File: src/shared/hpr_pkg.sv
// constants and types shared by the hub packet router and its fifo
// assumes one 10 MHz clock and four downstream ports
package hpr_pkg;
  localparam int N_PORTS       = 4;
  localparam int DATA_W        = 32;
  localparam int ROUTE_W       = 2;
  localparam int FIFO_DEPTH    = 4;
  localparam int CLK_PERIOD_NS = 100;
  // idle timer unit is one microsecond
  localparam int TICK_NS       = 1000;
  localparam int TICK_CYC      =
    (TICK_NS + CLK_PERIOD_NS - 1) / CLK_PERIOD_NS;
  localparam int TICK_W        = 4;
  localparam logic [TICK_W-1:0] TICK_LAST = TICK_W'(TICK_CYC - 1);
  localparam int TIMER_W       = 16;
  localparam logic [TIMER_W-1:0] TIMER_OFF = 16'h0000;
  // fifo word layout: {tsp, route, last, data}
  localparam int DNW_LAST      = DATA_W;
  localparam int DNW_ROUTE_LO  = DATA_W + 1;
  localparam int DNW_TSP       = DATA_W + ROUTE_W + 1;
  localparam int DNW_W         = DATA_W + ROUTE_W + 2;
  localparam logic [N_PORTS-1:0] PORT_ONE  = 4'h1;
  localparam logic [N_PORTS-1:0] PORT_NONE = 4'h0;

  typedef enum logic [2:0]
  {
    HPR_IDLE = 3'b001,
    HPR_WAKE = 3'b010,
    HPR_SEND = 3'b100
  } hpr_dn_state_t;
endpackage

File: src/core/hpr_fifo.sv
// synchronous fifo with valid/ready on both sides
// assumes DEPTH is a power of two; data out is read from the array flops
`timescale 1ns/1ns
module hpr_fifo
#(
  parameter int WIDTH = 8,
  parameter int DEPTH = 4
)
(
  input  wire logic             clk,
  input  wire logic             rst_n,
  input  wire logic             in_valid,
  output logic                  in_ready,
  input  wire logic [WIDTH-1:0] in_data,
  output logic                  out_valid,
  input  wire logic             out_ready,
  output logic      [WIDTH-1:0] out_data
);
  localparam int AW = $clog2(DEPTH);

  logic [WIDTH-1:0] mem [DEPTH];
  logic [AW:0]      wr_ptr;
  logic [AW:0]      rd_ptr;
  logic [AW:0]      next_wr_ptr;
  logic [AW:0]      next_rd_ptr;
  logic             push;
  logic             pop;

  assign in_ready  = !((wr_ptr[AW] != rd_ptr[AW]) &&
                       (wr_ptr[AW-1:0] == rd_ptr[AW-1:0]));
  assign out_valid = (wr_ptr != rd_ptr);
  assign out_data  = mem[rd_ptr[AW-1:0]];
  assign push      = in_valid && in_ready;
  assign pop       = out_valid && out_ready;

  always_comb
  begin
    next_wr_ptr = push ? wr_ptr + 1'b1 : wr_ptr;
    next_rd_ptr = pop ? rd_ptr + 1'b1 : rd_ptr;
  end

  always_ff @(posedge clk or negedge rst_n)
  begin
    if (!rst_n)
    begin
      wr_ptr <= '0;
      rd_ptr <= '0;
    end
    else
    begin
      wr_ptr <= next_wr_ptr;
      rd_ptr <= next_rd_ptr;
    end
  end

  // storage needs no reset; out_valid guards every read
  always_ff @(posedge clk)
  begin
    if (push)
      mem[wr_ptr[AW-1:0]] <= in_data;
  end
endmodule

File: src/core/hpr_router.sv
// hub forwarding logic: downstream routing, upstream merge, link power
// assumes link layers below give word streams and link-state levels
`timescale 1ns/1ns

// What this block does
// - Request upstream low power once all downstream links are asleep.
// - Per-port idle timer, host-programmed, asks its link to sleep on expiry.
// - Routed downstream packets go only to the addressed port.
// - Packets from all downstream ports merge onto the upstream port.
// - Timestamp packets copy to every awake, unsuspended port, never to sleeping ones.
// - Packet to a sleeping port wakes it and notifies host and device.
// - Port suspend only flags the port; timestamp packets then skip it.
// - Ports suspend only on a command, never on their own.
// - Remote wake is reported only when host enabled it for that port.
// - Remote wake reaches the host whatever link states lie on the path.
// - Attach, removal and remote wake are detected and reported.
// - Reset and suspend are generated and propagated in hardware; resume needs a per-port command or reset.
module hpr_router
  import hpr_pkg::*;
(
  input  wire logic                      clk,
  input  wire logic                      reset_n,
  input  wire logic                      dn_in_valid,
  output logic                           dn_in_ready,
  input  wire logic [DATA_W-1:0]         dn_in_data,
  input  wire logic                      dn_in_last,
  input  wire logic [ROUTE_W-1:0]        dn_in_route,
  input  wire logic                      dn_in_tsp,
  output logic      [N_PORTS-1:0]        port_tx_valid,
  input  wire logic [N_PORTS-1:0]        port_tx_ready,
  output logic      [DATA_W-1:0]         port_tx_data,
  output logic                           port_tx_last,
  input  wire logic [N_PORTS-1:0]        port_rx_valid,
  output logic      [N_PORTS-1:0]        port_rx_ready,
  input  wire logic [N_PORTS*DATA_W-1:0] port_rx_data,
  input  wire logic [N_PORTS-1:0]        port_rx_last,
  output logic                           up_tx_valid,
  input  wire logic                      up_tx_ready,
  output logic      [DATA_W-1:0]         up_tx_data,
  output logic                           up_tx_last,
  input  wire logic                      up_link_active,
  output logic                           up_lp_req,
  output logic                           up_wake_req,
  input  wire logic [N_PORTS-1:0]        port_link_active,
  output logic      [N_PORTS-1:0]        port_wake_req,
  output logic      [N_PORTS-1:0]        port_lp_req,
  output logic                           wake_notice_host,
  output logic      [N_PORTS-1:0]        wake_notice_port,
  input  wire logic [TIMER_W-1:0]        idle_timeout,
  input  wire logic [N_PORTS-1:0]        port_suspend_cmd,
  input  wire logic [N_PORTS-1:0]        port_resume_cmd,
  output logic      [N_PORTS-1:0]        port_suspended,
  input  wire logic                      hub_suspend,
  input  wire logic                      up_reset,
  input  wire logic [N_PORTS-1:0]        port_reset_cmd,
  output logic      [N_PORTS-1:0]        port_reset,
  input  wire logic [N_PORTS-1:0]        port_connected,
  input  wire logic [N_PORTS-1:0]        rwake_enable,
  input  wire logic [N_PORTS-1:0]        port_remote_wake,
  output logic      [N_PORTS-1:0]        attach_evt,
  output logic      [N_PORTS-1:0]        detach_evt,
  output logic      [N_PORTS-1:0]        rwake_evt
);
  logic                rst_meta;
  logic                rst_n;
  logic [TICK_W-1:0]   tick_cnt;
  logic [TICK_W-1:0]   next_tick_cnt;
  logic                tick;
  hpr_dn_state_t       state;
  hpr_dn_state_t       next_state;
  logic [N_PORTS-1:0]  mask;
  logic [N_PORTS-1:0]  next_mask;
  logic                cur_tsp;
  logic                next_cur_tsp;
  logic                next_wake_notice_host;
  logic [N_PORTS-1:0]  next_wake_notice_port;
  logic                f_valid;
  logic                f_pop;
  logic [DNW_W-1:0]    f_word;
  logic                f_tsp;
  logic [N_PORTS-1:0]  f_onehot;
  logic                up_valid;
  logic                next_up_valid;
  logic [DATA_W-1:0]   next_up_data;
  logic                next_up_last;
  logic                locked;
  logic                next_locked;
  logic [ROUTE_W-1:0]  owner;
  logic [ROUTE_W-1:0]  next_owner;
  logic [ROUTE_W-1:0]  rr;
  logic [ROUTE_W-1:0]  next_rr;
  logic [ROUTE_W-1:0]  sel;
  logic                sel_valid;
  logic                take;
  logic                up_load;
  logic [N_PORTS-1:0]  conn_q;
  logic [N_PORTS-1:0]  rw_q;
  logic                rwake_pend;
  logic                next_rwake_pend;
  logic                next_up_lp_req;
  logic [N_PORTS-1:0]  next_attach;
  logic [N_PORTS-1:0]  next_detach;
  logic [N_PORTS-1:0]  next_rwake;
  logic [N_PORTS-1:0]  next_port_reset;
  logic [N_PORTS-1:0]  next_suspended;

  // reset is released through two flops; only the second is used
  always_ff @(posedge clk or negedge reset_n)
  begin
    if (!reset_n)
    begin
      rst_meta <= 1'b0;
      rst_n    <= 1'b0;
    end
    else
    begin
      rst_meta <= 1'b1;
      rst_n    <= rst_meta;
    end
  end

  // microsecond enable for the idle timers
  always_comb
  begin
    next_tick_cnt = (tick_cnt == TICK_LAST) ? '0 : tick_cnt + 1'b1;
  end
  assign tick = (tick_cnt == TICK_LAST);

  always_ff @(posedge clk or negedge rst_n)
  begin
    if (!rst_n)
      tick_cnt <= '0;
    else
      tick_cnt <= next_tick_cnt;
  end

  // the fifo decouples the upstream link from slow downstream ports
  hpr_fifo #(.WIDTH(DNW_W), .DEPTH(FIFO_DEPTH)) u_dn_fifo
  (
    .clk       (clk),
    .rst_n     (rst_n),
    .in_valid  (dn_in_valid),
    .in_ready  (dn_in_ready),
    .in_data   ({dn_in_tsp, dn_in_route, dn_in_last, dn_in_data}),
    .out_valid (f_valid),
    .out_ready (f_pop),
    .out_data  (f_word)
  );

  assign f_tsp        = f_word[DNW_TSP];
  assign f_onehot     = PORT_ONE << f_word[DNW_ROUTE_LO +: ROUTE_W];
  assign port_tx_data = f_word[DATA_W-1:0];
  assign port_tx_last = f_word[DNW_LAST];
  // a word leaves only when every selected port takes it together
  assign f_pop = (state == HPR_SEND) && f_valid &&
                 (&(~mask | port_tx_ready));
  assign port_tx_valid =
    (state == HPR_SEND && f_valid) ? mask : PORT_NONE;
  assign port_wake_req = (state == HPR_WAKE) ? mask : PORT_NONE;

  always_comb
  begin
    next_state            = state;
    next_mask             = mask;
    next_cur_tsp          = cur_tsp;
    next_wake_notice_host = 1'b0;
    next_wake_notice_port = PORT_NONE;
    case (state)
      HPR_IDLE:
      begin
        if (f_valid)
        begin
          next_cur_tsp = f_tsp;
          if (f_tsp)
          begin
            // empty mask drains the packet: nobody awake to hear it
            next_mask  = port_link_active & ~port_suspended;
            next_state = HPR_SEND;
          end
          else if (|(f_onehot & port_link_active))
          begin
            next_mask  = f_onehot;
            next_state = HPR_SEND;
          end
          else
          begin
            next_mask             = f_onehot;
            next_state            = HPR_WAKE;
            next_wake_notice_host = 1'b1;
            next_wake_notice_port = f_onehot;
          end
        end
      end
      HPR_WAKE:
      begin
        if (|(mask & port_link_active))
          next_state = HPR_SEND;
      end
      HPR_SEND:
      begin
        if (f_pop && port_tx_last)
          next_state = HPR_IDLE;
      end
      default:
        next_state = HPR_IDLE;
    endcase
  end

  always_ff @(posedge clk or negedge rst_n)
  begin
    if (!rst_n)
    begin
      state            <= HPR_IDLE;
      mask             <= PORT_NONE;
      cur_tsp          <= 1'b0;
      wake_notice_host <= 1'b0;
      wake_notice_port <= PORT_NONE;
    end
    else
    begin
      state            <= next_state;
      mask             <= next_mask;
      cur_tsp          <= next_cur_tsp;
      wake_notice_host <= next_wake_notice_host;
      wake_notice_port <= next_wake_notice_port;
    end
  end

  // upstream merge: round robin, held to one port until its last word
  always_comb
  begin
    sel       = '0;
    sel_valid = 1'b0;
    if (locked)
    begin
      sel       = owner;
      sel_valid = port_rx_valid[owner];
    end
    else
    begin
      for (int k = N_PORTS - 1; k >= 0; k--)
      begin
        if (port_rx_valid[rr + ROUTE_W'(k)])
        begin
          sel       = rr + ROUTE_W'(k);
          sel_valid = 1'b1;
        end
      end
    end
  end

  // holding register only drains while the upstream link is up
  assign up_load = !up_valid || (up_tx_ready && up_link_active);
  assign take    = up_load && sel_valid;
  assign port_rx_ready = take ? (PORT_ONE << sel) : PORT_NONE;
  assign up_tx_valid   = up_valid && up_link_active;
  assign up_wake_req   = !up_link_active &&
    (up_valid || (|port_rx_valid) || rwake_pend);

  always_comb
  begin
    next_up_valid = up_valid && !(up_tx_ready && up_link_active);
    next_up_data  = up_tx_data;
    next_up_last  = up_tx_last;
    next_locked   = locked;
    next_owner    = owner;
    next_rr       = rr;
    if (take)
    begin
      next_up_valid = 1'b1;
      next_up_data  = port_rx_data[int'(sel)*DATA_W +: DATA_W];
      next_up_last  = port_rx_last[sel];
      next_locked   = !port_rx_last[sel];
      next_owner    = sel;
      if (port_rx_last[sel])
        next_rr = sel + 1'b1;
    end
  end

  always_ff @(posedge clk or negedge rst_n)
  begin
    if (!rst_n)
    begin
      up_valid   <= 1'b0;
      up_tx_data <= '0;
      up_tx_last <= 1'b0;
      locked     <= 1'b0;
      owner      <= '0;
      rr         <= '0;
    end
    else
    begin
      up_valid   <= next_up_valid;
      up_tx_data <= next_up_data;
      up_tx_last <= next_up_last;
      locked     <= next_locked;
      owner      <= next_owner;
      rr         <= next_rr;
    end
  end

  // port events, suspend, reset and upstream low power
  always_comb
  begin
    next_attach = port_connected & ~conn_q;
    next_detach = ~port_connected & conn_q;
    next_rwake  = port_remote_wake & ~rw_q & rwake_enable;
    // a new wake wins over the clear in the same cycle
    next_rwake_pend = (rwake_pend && !up_link_active) ||
                      (|next_rwake);
    next_port_reset = port_reset_cmd | {N_PORTS{up_reset}};
    // sleeping functions alone never suspend a port
    next_suspended = (port_suspended & ~port_resume_cmd &
                      ~next_port_reset) | port_suspend_cmd |
                     {N_PORTS{hub_suspend}};
    next_up_lp_req = (port_link_active == PORT_NONE) && !up_valid &&
                     !(|port_rx_valid) && !f_valid && !rwake_pend;
  end

  always_ff @(posedge clk or negedge rst_n)
  begin
    if (!rst_n)
    begin
      conn_q         <= PORT_NONE;
      rw_q           <= PORT_NONE;
      attach_evt     <= PORT_NONE;
      detach_evt     <= PORT_NONE;
      rwake_evt      <= PORT_NONE;
      rwake_pend     <= 1'b0;
      port_reset     <= PORT_NONE;
      port_suspended <= PORT_NONE;
      up_lp_req      <= 1'b0;
    end
    else
    begin
      conn_q         <= port_connected;
      rw_q           <= port_remote_wake;
      attach_evt     <= next_attach;
      detach_evt     <= next_detach;
      rwake_evt      <= next_rwake;
      rwake_pend     <= next_rwake_pend;
      port_reset     <= next_port_reset;
      port_suspended <= next_suspended;
      up_lp_req      <= next_up_lp_req;
    end
  end

  // per-port idle timers; a zero timeout disables them
  for (genvar i = 0; i < N_PORTS; i++)
  begin : g_idle
    logic [TIMER_W-1:0] cnt;
    logic [TIMER_W-1:0] next_cnt;
    logic               fired;
    logic               next_fired;
    logic               next_lp;

    always_comb
    begin
      next_cnt   = cnt;
      next_fired = fired;
      next_lp    = 1'b0;
      if (!port_link_active[i] || port_tx_valid[i] || port_rx_valid[i])
      begin
        next_cnt   = '0;
        next_fired = 1'b0;
      end
      else if (idle_timeout != TIMER_OFF)
      begin
        if (cnt >= idle_timeout)
        begin
          next_lp    = !fired;
          next_fired = 1'b1;
        end
        else if (tick)
          next_cnt = cnt + 1'b1;
      end
    end

    always_ff @(posedge clk or negedge rst_n)
    begin
      if (!rst_n)
      begin
        cnt            <= '0;
        fired          <= 1'b0;
        port_lp_req[i] <= 1'b0;
      end
      else
      begin
        cnt            <= next_cnt;
        fired          <= next_fired;
        port_lp_req[i] <= next_lp;
      end
    end

    AST_IDLE_EXPIRY:
      assert property (@(posedge clk) disable iff (!rst_n)
        port_lp_req[i] |-> $past(port_link_active[i]) &&
          $past(idle_timeout) != TIMER_OFF && $past(cnt) >= $past(idle_timeout))
      else $error("idle request without expiry");
    AST_SUSPEND_CMD:
      assert property (@(posedge clk) disable iff (!rst_n)
        $rose(port_suspended[i]) |->
          $past(port_suspend_cmd[i]) || $past(hub_suspend))
      else $error("port suspended without command");
    AST_ATTACH:
      assert property (@(posedge clk) disable iff (!rst_n)
        attach_evt[i] |-> $past(port_connected[i]) &&
          !$past(port_connected[i], 2))
      else $error("attach event without rising connect");
    AST_RWAKE_EN:
      assert property (@(posedge clk) disable iff (!rst_n)
        rwake_evt[i] |-> $past(rwake_enable[i]))
      else $error("remote wake reported while disabled");
  end

  AST_UP_LP:
    assert property (@(posedge clk) disable iff (!rst_n)
      up_lp_req |-> $past(port_link_active) == PORT_NONE)
    else $error("upstream sleep while a port is awake");
  AST_ROUTED_ONE:
    assert property (@(posedge clk) disable iff (!rst_n)
      (port_tx_valid != PORT_NONE && !cur_tsp) |-> $onehot(port_tx_valid))
    else $error("routed packet sent to several ports");
  AST_MERGE:
    assert property (@(posedge clk) disable iff (!rst_n)
      (port_rx_ready != PORT_NONE) |=> up_valid)
    else $error("merged word not held for upstream");
  AST_TSP_AWAKE:
    assert property (@(posedge clk) disable iff (!rst_n)
      (state == HPR_IDLE && f_valid && f_tsp) |=>
        mask == $past(port_link_active & ~port_suspended))
    else $error("timestamp mask includes a sleeping port");
  AST_WAKE_NOTICE:
    assert property (@(posedge clk) disable iff (!rst_n)
      (state == HPR_IDLE ##1 state == HPR_WAKE) |->
        wake_notice_host && wake_notice_port == mask &&
        port_wake_req == mask)
    else $error("wake of sleeping port not notified");
  AST_UP_HOLD:
    assert property (@(posedge clk) disable iff (!rst_n)
      (up_valid && !up_link_active) |-> !up_tx_valid && up_wake_req)
    else $error("upstream send while link asleep");
  AST_RESET_PROP:
    assert property (@(posedge clk) disable iff (!rst_n)
      up_reset |=> port_reset == {N_PORTS{1'b1}})
    else $error("upstream reset not propagated");
endmodule

File: config.mk
export PLATFORM = sky130hd
export DESIGN_NAME = hpr_router
export DESIGN_NICKNAME = d
export VERILOG_FILES = /design/src/shared/hpr_pkg.sv /design/src/core/hpr_fifo.sv /design/src/core/hpr_router.sv
export SDC_FILE = /design/constraint.sdc
export NUM_CORES = 1
export LEC_CHECK = 0
export BUFFER_PORTS_ARGS = -buffer_cell sky130_fd_sc_hd__buf_2
export CELL_PAD_IN_SITES_DETAIL_PLACEMENT = 0
export CELL_PAD_IN_SITES_GLOBAL_PLACEMENT = 1
export CORE_AREA = 2 2 181 183
export CTS_CLUSTER_SIZE = 20
export DETAILED_ROUTE_END_ITERATION = 10
export DIE_AREA = 0 0 183 185
export PLACE_DENSITY_LB_ADDON = 0.1
export SKIP_LAST_GASP = 1
export SLEW_MARGIN = 0
export SYNTH_ARGS = -nofsm -noshare
export SYNTH_HDL_FRONTEND = slang
export SYNTH_SLANG_ARGS = --single-unit
File: constraint.sdc
create_clock -name clk -period 12.1 [get_ports clk]
set_input_delay 0.605 -clock clk [delete_from_list [all_inputs] [get_ports clk]]
set_output_delay 0.605 -clock clk [all_outputs]
set_load 0.005 [all_outputs]
# Word-level counts from Yosys, hierarchy flattened

Memory sizes are Yosys's and may differ from the RTL's.
Index checks and enable logic that the tools add are counted.

$add $sub $neg: 11
Shift-type cells: 3
Reductions and logical operators: 74
Muxes and demuxes: 84
Equality and inequality tests: 14
Bitwise logic cells: 20
Order comparisons: 10

Operators by type and width:

| cell                                                                 | count |
|---|---|
| 16-bit 2-to-1 mux                                                    | 16 |
| 128-bit by 8-bit indexed part select with 32-bit output              | 1 |
| 16-bit by 1-bit adder with 16-bit output, second input constant      | 4 |
| 16-bit >= comparator                                                 | 4 |
| 1-bit 2-to-1 mux                                                     | 42 |
| 4-bit AND                                                            | 9 |
| 4-bit 2-to-1 mux                                                     | 9 |
| 4-bit NOT                                                            | 7 |
| 2-bit nonzero test                                                   | 12 |
| 2-bit by 3-bit < comparator with 1-bit output, second input constant | 6 |
| 1-bit logical AND                                                    | 16 |
| 1-bit zero test                                                      | 16 |
| 4-bit bitwise OR                                                     | 4 |
| 16-bit nonzero test                                                  | 1 |
| 4-bit OR reduction                                                   | 4 |
| 3-bit 2-to-1 mux                                                     | 5 |
| 3-bit AND reduction                                                  | 5 |
| 1-bit binary-select mux with 2-bit select                            | 6 |
| 1-bit logical OR                                                     | 12 |
| 2-bit AND reduction                                                  | 6 |
| 2-bit 2-to-1 mux                                                     | 5 |
| 2-bit != test, second input constant                                 | 5 |
| 3-bit one-hot mux with 3 select lines                                | 1 |
| 1-bit by 2-bit << shifter with 4-bit output, first input constant    | 2 |
| other kinds (14)                                                     | 18 |

Output and inout bits: 111
RAM bits: 144
Bits of input ports: 227
Word-level logic and storage cells: 253
Memories kept: 1
Register bits: 165

Memories:

| memory        | words | bits a word | read ports | clocked after Yosys merged registers in | write ports | line           | text |
|---|---|---|---|---|---|---|---|
| u_dn_fifo.mem | 4     | 36          | 1          | 0                                       | 1           | hpr_fifo.sv:21 | `logic [WIDTH-1:0] mem [DEPTH];` |

# Depth between registers and ports, before layout

Depth after elaboration: 11
Gate-level depth with buffers: 10
Mapped depth without buffers: 9

# By module

A second synthesis with hierarchy kept.

Cell total of the unflattened synthesis: 1199
Area, all modules: 15486.1 µm²

By module, submodules not included:

| module     | cells an instance | area an instance (µm²) | seq. area each (µm²) | times used |
|---|---|---|---|---|
| hpr_router | 964               | 9829.4                 | 3980.1               | 1 |
| hpr_fifo   | 235               | 5656.7                 | 4474.3               | 1 |

# Worst setup path after synthesis

Ideal clock, no wire load.

Path kind: input to register
Start: input port idle_timeout[9]
End: register g_idle[2].cnt[15]
Setup time: 0.078 ns
Path buffers: 0
Stages on the path: 9
Data required time: 12.022 ns
Data arrival time: 2.910 ns
Path slack: 9.113 ns
Cells stage by stage: inv_1 -> ha_1 -> a21o_1 -> a221o_1 -> nand2_2 -> o2111ai_4 -> or4_4 -> or4_1 -> a21oi_1

Cells in the longest elaborated chain, start to end: 3
Elaborated cells between the ends (all ways): 5
Classes of those cells: 1 x order compare; 1 x eq/ne; 3 x reduce/logical

RTL lines:

| element                                                              | line                                 | text |
|---|---|---|
| from (decl)                                                          | hpr_router.sv:49                     | `input wire logic [TIMER_W-1:0] idle_timeout,` |
| 16-bit >= comparator / 16-bit nonzero test (equally long branches)   | hpr_router.sv:369, hpr_router.sv:367 |  |
| 2-bit != test (no line) / 2-bit nonzero test (equally long branches) | --                                   |  |
| 3-bit AND reduction (no line) *                                      | --                                   |  |
| to (signal assigned)                                                 | hpr_router.sv:389                    | `cnt <= next_cnt;` |
| to (decl)                                                            | hpr_router.sv:351                    | `logic [TIMER_W-1:0] cnt;` |

Every way passes the cells marked *; elsewhere a longest branch is shown, timed or not.
A chain may end at the register's enable or synchronous reset.

# Final worst setup path

Start: register rr[1]
End: output port port_rx_ready[0]

Cells in the longest elaborated chain, start to end: 10
Elaborated cells between the ends (all ways): 24
Classes of those cells: 3 x add/sub; 1 x shift; 19 x mux; 1 x reduce/logical

RTL lines:

| element                                       | line              | text |
|---|---|---|
| from (decl)                                   | hpr_router.sv:90  | `logic [ROUTE_W-1:0] rr;` |
| from (signal assigned)                        | hpr_router.sv:298 | `rr <= next_rr;` |
| 2-bit adder                                   | hpr_router.sv:243 | `if (port_rx_valid[rr + ROUTE_W'(k)])` |
| 1-bit binary-select mux with 2-bit select     | hpr_router.sv:243 |  |
| 1-bit 2-to-1 mux (implied by the code)        | hpr_router.sv:243 |  |
| 2-bit 2-to-1 mux (3 in series)                | hpr_router.sv:243 |  |
| 2-bit 2-to-1 mux *                            | hpr_router.sv:243 |  |
| 2-bit 2-to-1 mux *                            | hpr_router.sv:234 | `if (locked)` |
| named net sel[0]                              | hpr_router.sv:92  | `logic [ROUTE_W-1:0] sel;` |
| 1-bit by 2-bit << shifter with 4-bit output * | hpr_router.sv:255 | `assign port_rx_ready = take ? (PORT_ONE << sel) : PORT_NONE;` |
| 4-bit 2-to-1 mux *                            | hpr_router.sv:255 |  |
| to (decl)                                     | hpr_router.sv:34  | `output logic [N_PORTS-1:0] port_rx_ready,` |

Mark *: on every way through the listed nets, which the timed path passes. The rest lies on a longest branch. The select of a mux whose other input is x is not followed.

==> metrics.yaml <==
ir_worst_vdd_mv: 0.138
drt-initial-drc-count: 581
synth_seq_cells: 309
dp_hpwl_um: 26300
dieArea_sq_um: 33900
synth_area_sq_um: 14900
wirelength_um: 36600
gp_congestion: 0.778
crit_fanout: 37
worstPathArrival_ps: 2740
cts_tree: "done"
synthTopCellsByArea: "edfxtp_1 29%, dfrtp_1 28%, mux4_2 10%"
seq_power_share_pct: 38.6
synth_nets: 1412
htreeDepth: 2
period_needed_ps: 3350
coreArea_sq_um: 32000
nets: 1759
rr_startpoint: "u_dn_fifo.rd_ptr[0]"
grt_max_degree: 75
rsz0062_at_grt: "false"
hp-class: "register to async pin"
clock-sinks: 309
die_width_um: 183
synth_xor_area_share_pct: 3.01
synth_simple_gate_area_share_pct: 10.9
insertion_delay_ps: 530
synth_top_area_share_pct: 29.1
maxSlewHeadroom_pct: 26.6
rr_endpoint: "port_lp_req[3]"
avgSynthCellArea_sq_um: 13.4
cts.clk_slew.worst_paths_ps: 60
grt_usage_pct: 21.3
port_buffers: 337
num_rows: 66
post-route-period-util_pct: 27.6
finalSetupTns_ps: 0
grt_overflow_total: 0
firstDrtPassIters: 5
dp_slack_ps: 8740
ys.flop_type: "dfrtp_1"
ys_types: 66
postSynthCellCount: 1108
clkPwrFrac_pct: 30.6
synth_warnings: 0
synth_edf_count: 144
ant_nets: 0
synth_fa_ha_area_share_pct: 6.48
outcome: "complete, no violations"
synth_top_family_by_area: "multiplexers"
drive_gt1_share_pct: 36.3
ctsHoldBuffers: 1
async_flop_share_pct: 53.4
grt_pass1_vias: 9991
dr_total_vias: 10100
timing.critical_path.to_type: "primary output"
setup_viol: 0
synth_mux_area_share_pct: 13.6
cts_resized: 0
critPathLaunchType: "register"
switchingPower_w: 0.00108
r2r_setup_slack_ps: 9140
fin_ws_ps: 8750
path_class: "register to primary output"
drv_slew: 0
via_per_inst: 5.33
skew_ps: 24.5
die_h_um: 185
synth.most_common_cell: "dfrtp_1"
cts-root-buf: "clkbuf_16"
synth_seq_area_share_pct: 56.9
worst-endpoint-required_ps: 11490
power_w: 0.00364
synth_compound_area_share_pct: 6.75
hold_violations: 0
yosys-top-cells-count: "164 x dfrtp_1, 144 x edfxtp_1, 80 x nor2_1, 77 x ha_1, 69 x mux4_2"
antenna_found_initial: 4
drc: 0
cts_buffer_depth: 3
cellPowerDensity_nw_per_um2: 200
sw_frac_of_total_pct: 29.6
fmax_mhz: 299
wl_per_cell_um: 19.3
comb_power_share_pct: 30.9
internal-power_w: 0.00257
worst_pin_slew_ps: 1100
p_leak_nw: 7.72
start_util_pct: 46.4
cts_buffers: 35
io_pins: 338
grt_pass1_wl_um: 55800
synth_top_area_cell: "edfxtp_1"
nFillCells: 2696
synthToLayoutAreaGrowth_pct: 22.9
post_cts_buffers: 0
drv_cap: 0
rr_worst_depth: 7
-- layout make-up --
| cell class | instances | area [sq um] | share of cell area [%] |
|---|---|---|---|
| multi-input cells | 709 | 6080 | 33.3 |
| diodes | 4 | 10.0 | 0.0548 |
| well taps | 408 | 510 | 2.80 |
| clock buffers | 49 | 998 | 5.47 |
| flip-flops and latches | 309 | 8460 | 46.3 |
| inverters | 52 | 195 | 1.07 |
| clock inverters | 14 | 235 | 1.29 |
| repair buffers | 348 | 1770 | 9.70 |
-- sequential cells by signal, indices dropped and copies added, names as in the netlist, 3 cells and up --
signal and flops:
attach_evt 4, conn_q 4, detach_evt 4, g_idle.cnt 64, g_idle.fired 4, mask 4
port_lp_req 4, port_reset 4, port_suspended 4, rw_q 4, rwake_evt 4, state 3
tick_cnt 4, u_dn_fifo.mem 144, u_dn_fifo.rd_ptr 3, u_dn_fifo.wr_ptr 3, up_tx_data 32, wake_notice_port 4
-- power by group through the flow --
| stage | clock network (W) | logic, W | registers [W] |
|---|---|---|---|
| floorplan | 0 | 0.000751 | 0.00142 |
| global placement | 0 | 0.00115 | 0.00142 |
| detailed placement | 0 | 0.00115 | 0.00143 |
| CTS | 0.00114 | 0.00116 | 0.00141 |
| global route | 0.00118 | 0.00124 | 0.00143 |
| finish | 0.00111 | 0.00112 | 0.00141 |
-- stage by stage --
step / hold WS (ps) / cells / cell area [sq um] / utilization (%)
6_report: 214 / 1893 / 18300 / 57.0
3_3_place_gp: 217 / 1825 / 17000 / 53.1
3_5_place_dp: 216 / 1825 / 17000 / 53.1
4_1_cts: 195 / 1889 / 18200 / 57.0
2_1_floorplan: 309 / 1108 / 14900 / -
5_1_grt: 198 / 1891 / 18300 / 57.0
-- kinds of logic after synthesis --
kind of cell    Yosys count
fa+ha+maj                77
mux                     112
other cells               1
buf+inv                  90
flops                   309
compound gates          150
simple gates            318
xor+xnor                 51
-- metal layers --
metal | up-vias | wire [um] | GRT usage, %
li1 | 4867 | - | -
met1 | 4932 | 15700 | 27.2
met2 | 246 | 18100 | 36.8
met3 | 51 | 2060 | 4.94
met4 | 2 | 707 | 5.57
met5 | - | 13 | 0
-- placed cells by master, fill, tap and decap left out, drive strengths merged, types with 7 or more instances in the layout --
cell       n
a2111oi   12
a211oi     9
a21oi     51
and2      15
and3      16
buf      347
clkbuf    49
clkinv     7
dfrtp    164
edfxtp   144
ha        77
inv       53
mux2      34
mux2i      9
mux4      69
nand2     68
nand2b     8
nand3     17
nand4     13
nor2      80
nor2b     15
nor3      29
nor3b      7
nor4      18
o21a       8
o21ai     31
or3       12
xnor2     46
-- worst max-delay path by stage --
stage	startpoint	to	slack, ps	depth (start not counted)
global route	rr[1]	port_rx_ready[0]	8450	7
CTS	rr[1]	port_rx_ready[0]	8650	7
finish	rr[1]	port_rx_ready[0]	8750	7
global placement	idle_timeout[9]	g_idle[2].cnt[15]	8810	10
detailed placement	idle_timeout[9]	g_idle[2].cnt[15]	8740	10
floorplan	rst_n	attach_evt[0]	7160	0
-- critical path, cell delays in order (launching register included) --
cell     delay (ps)
dfrtp_1         440
mux2i_1         200
a32o_1          190
o31ai_4          90
inv_2           800
ha_1            270
and2_1          110
buf_2           120
Note: power is estimated with default switching activity, not from simulation.
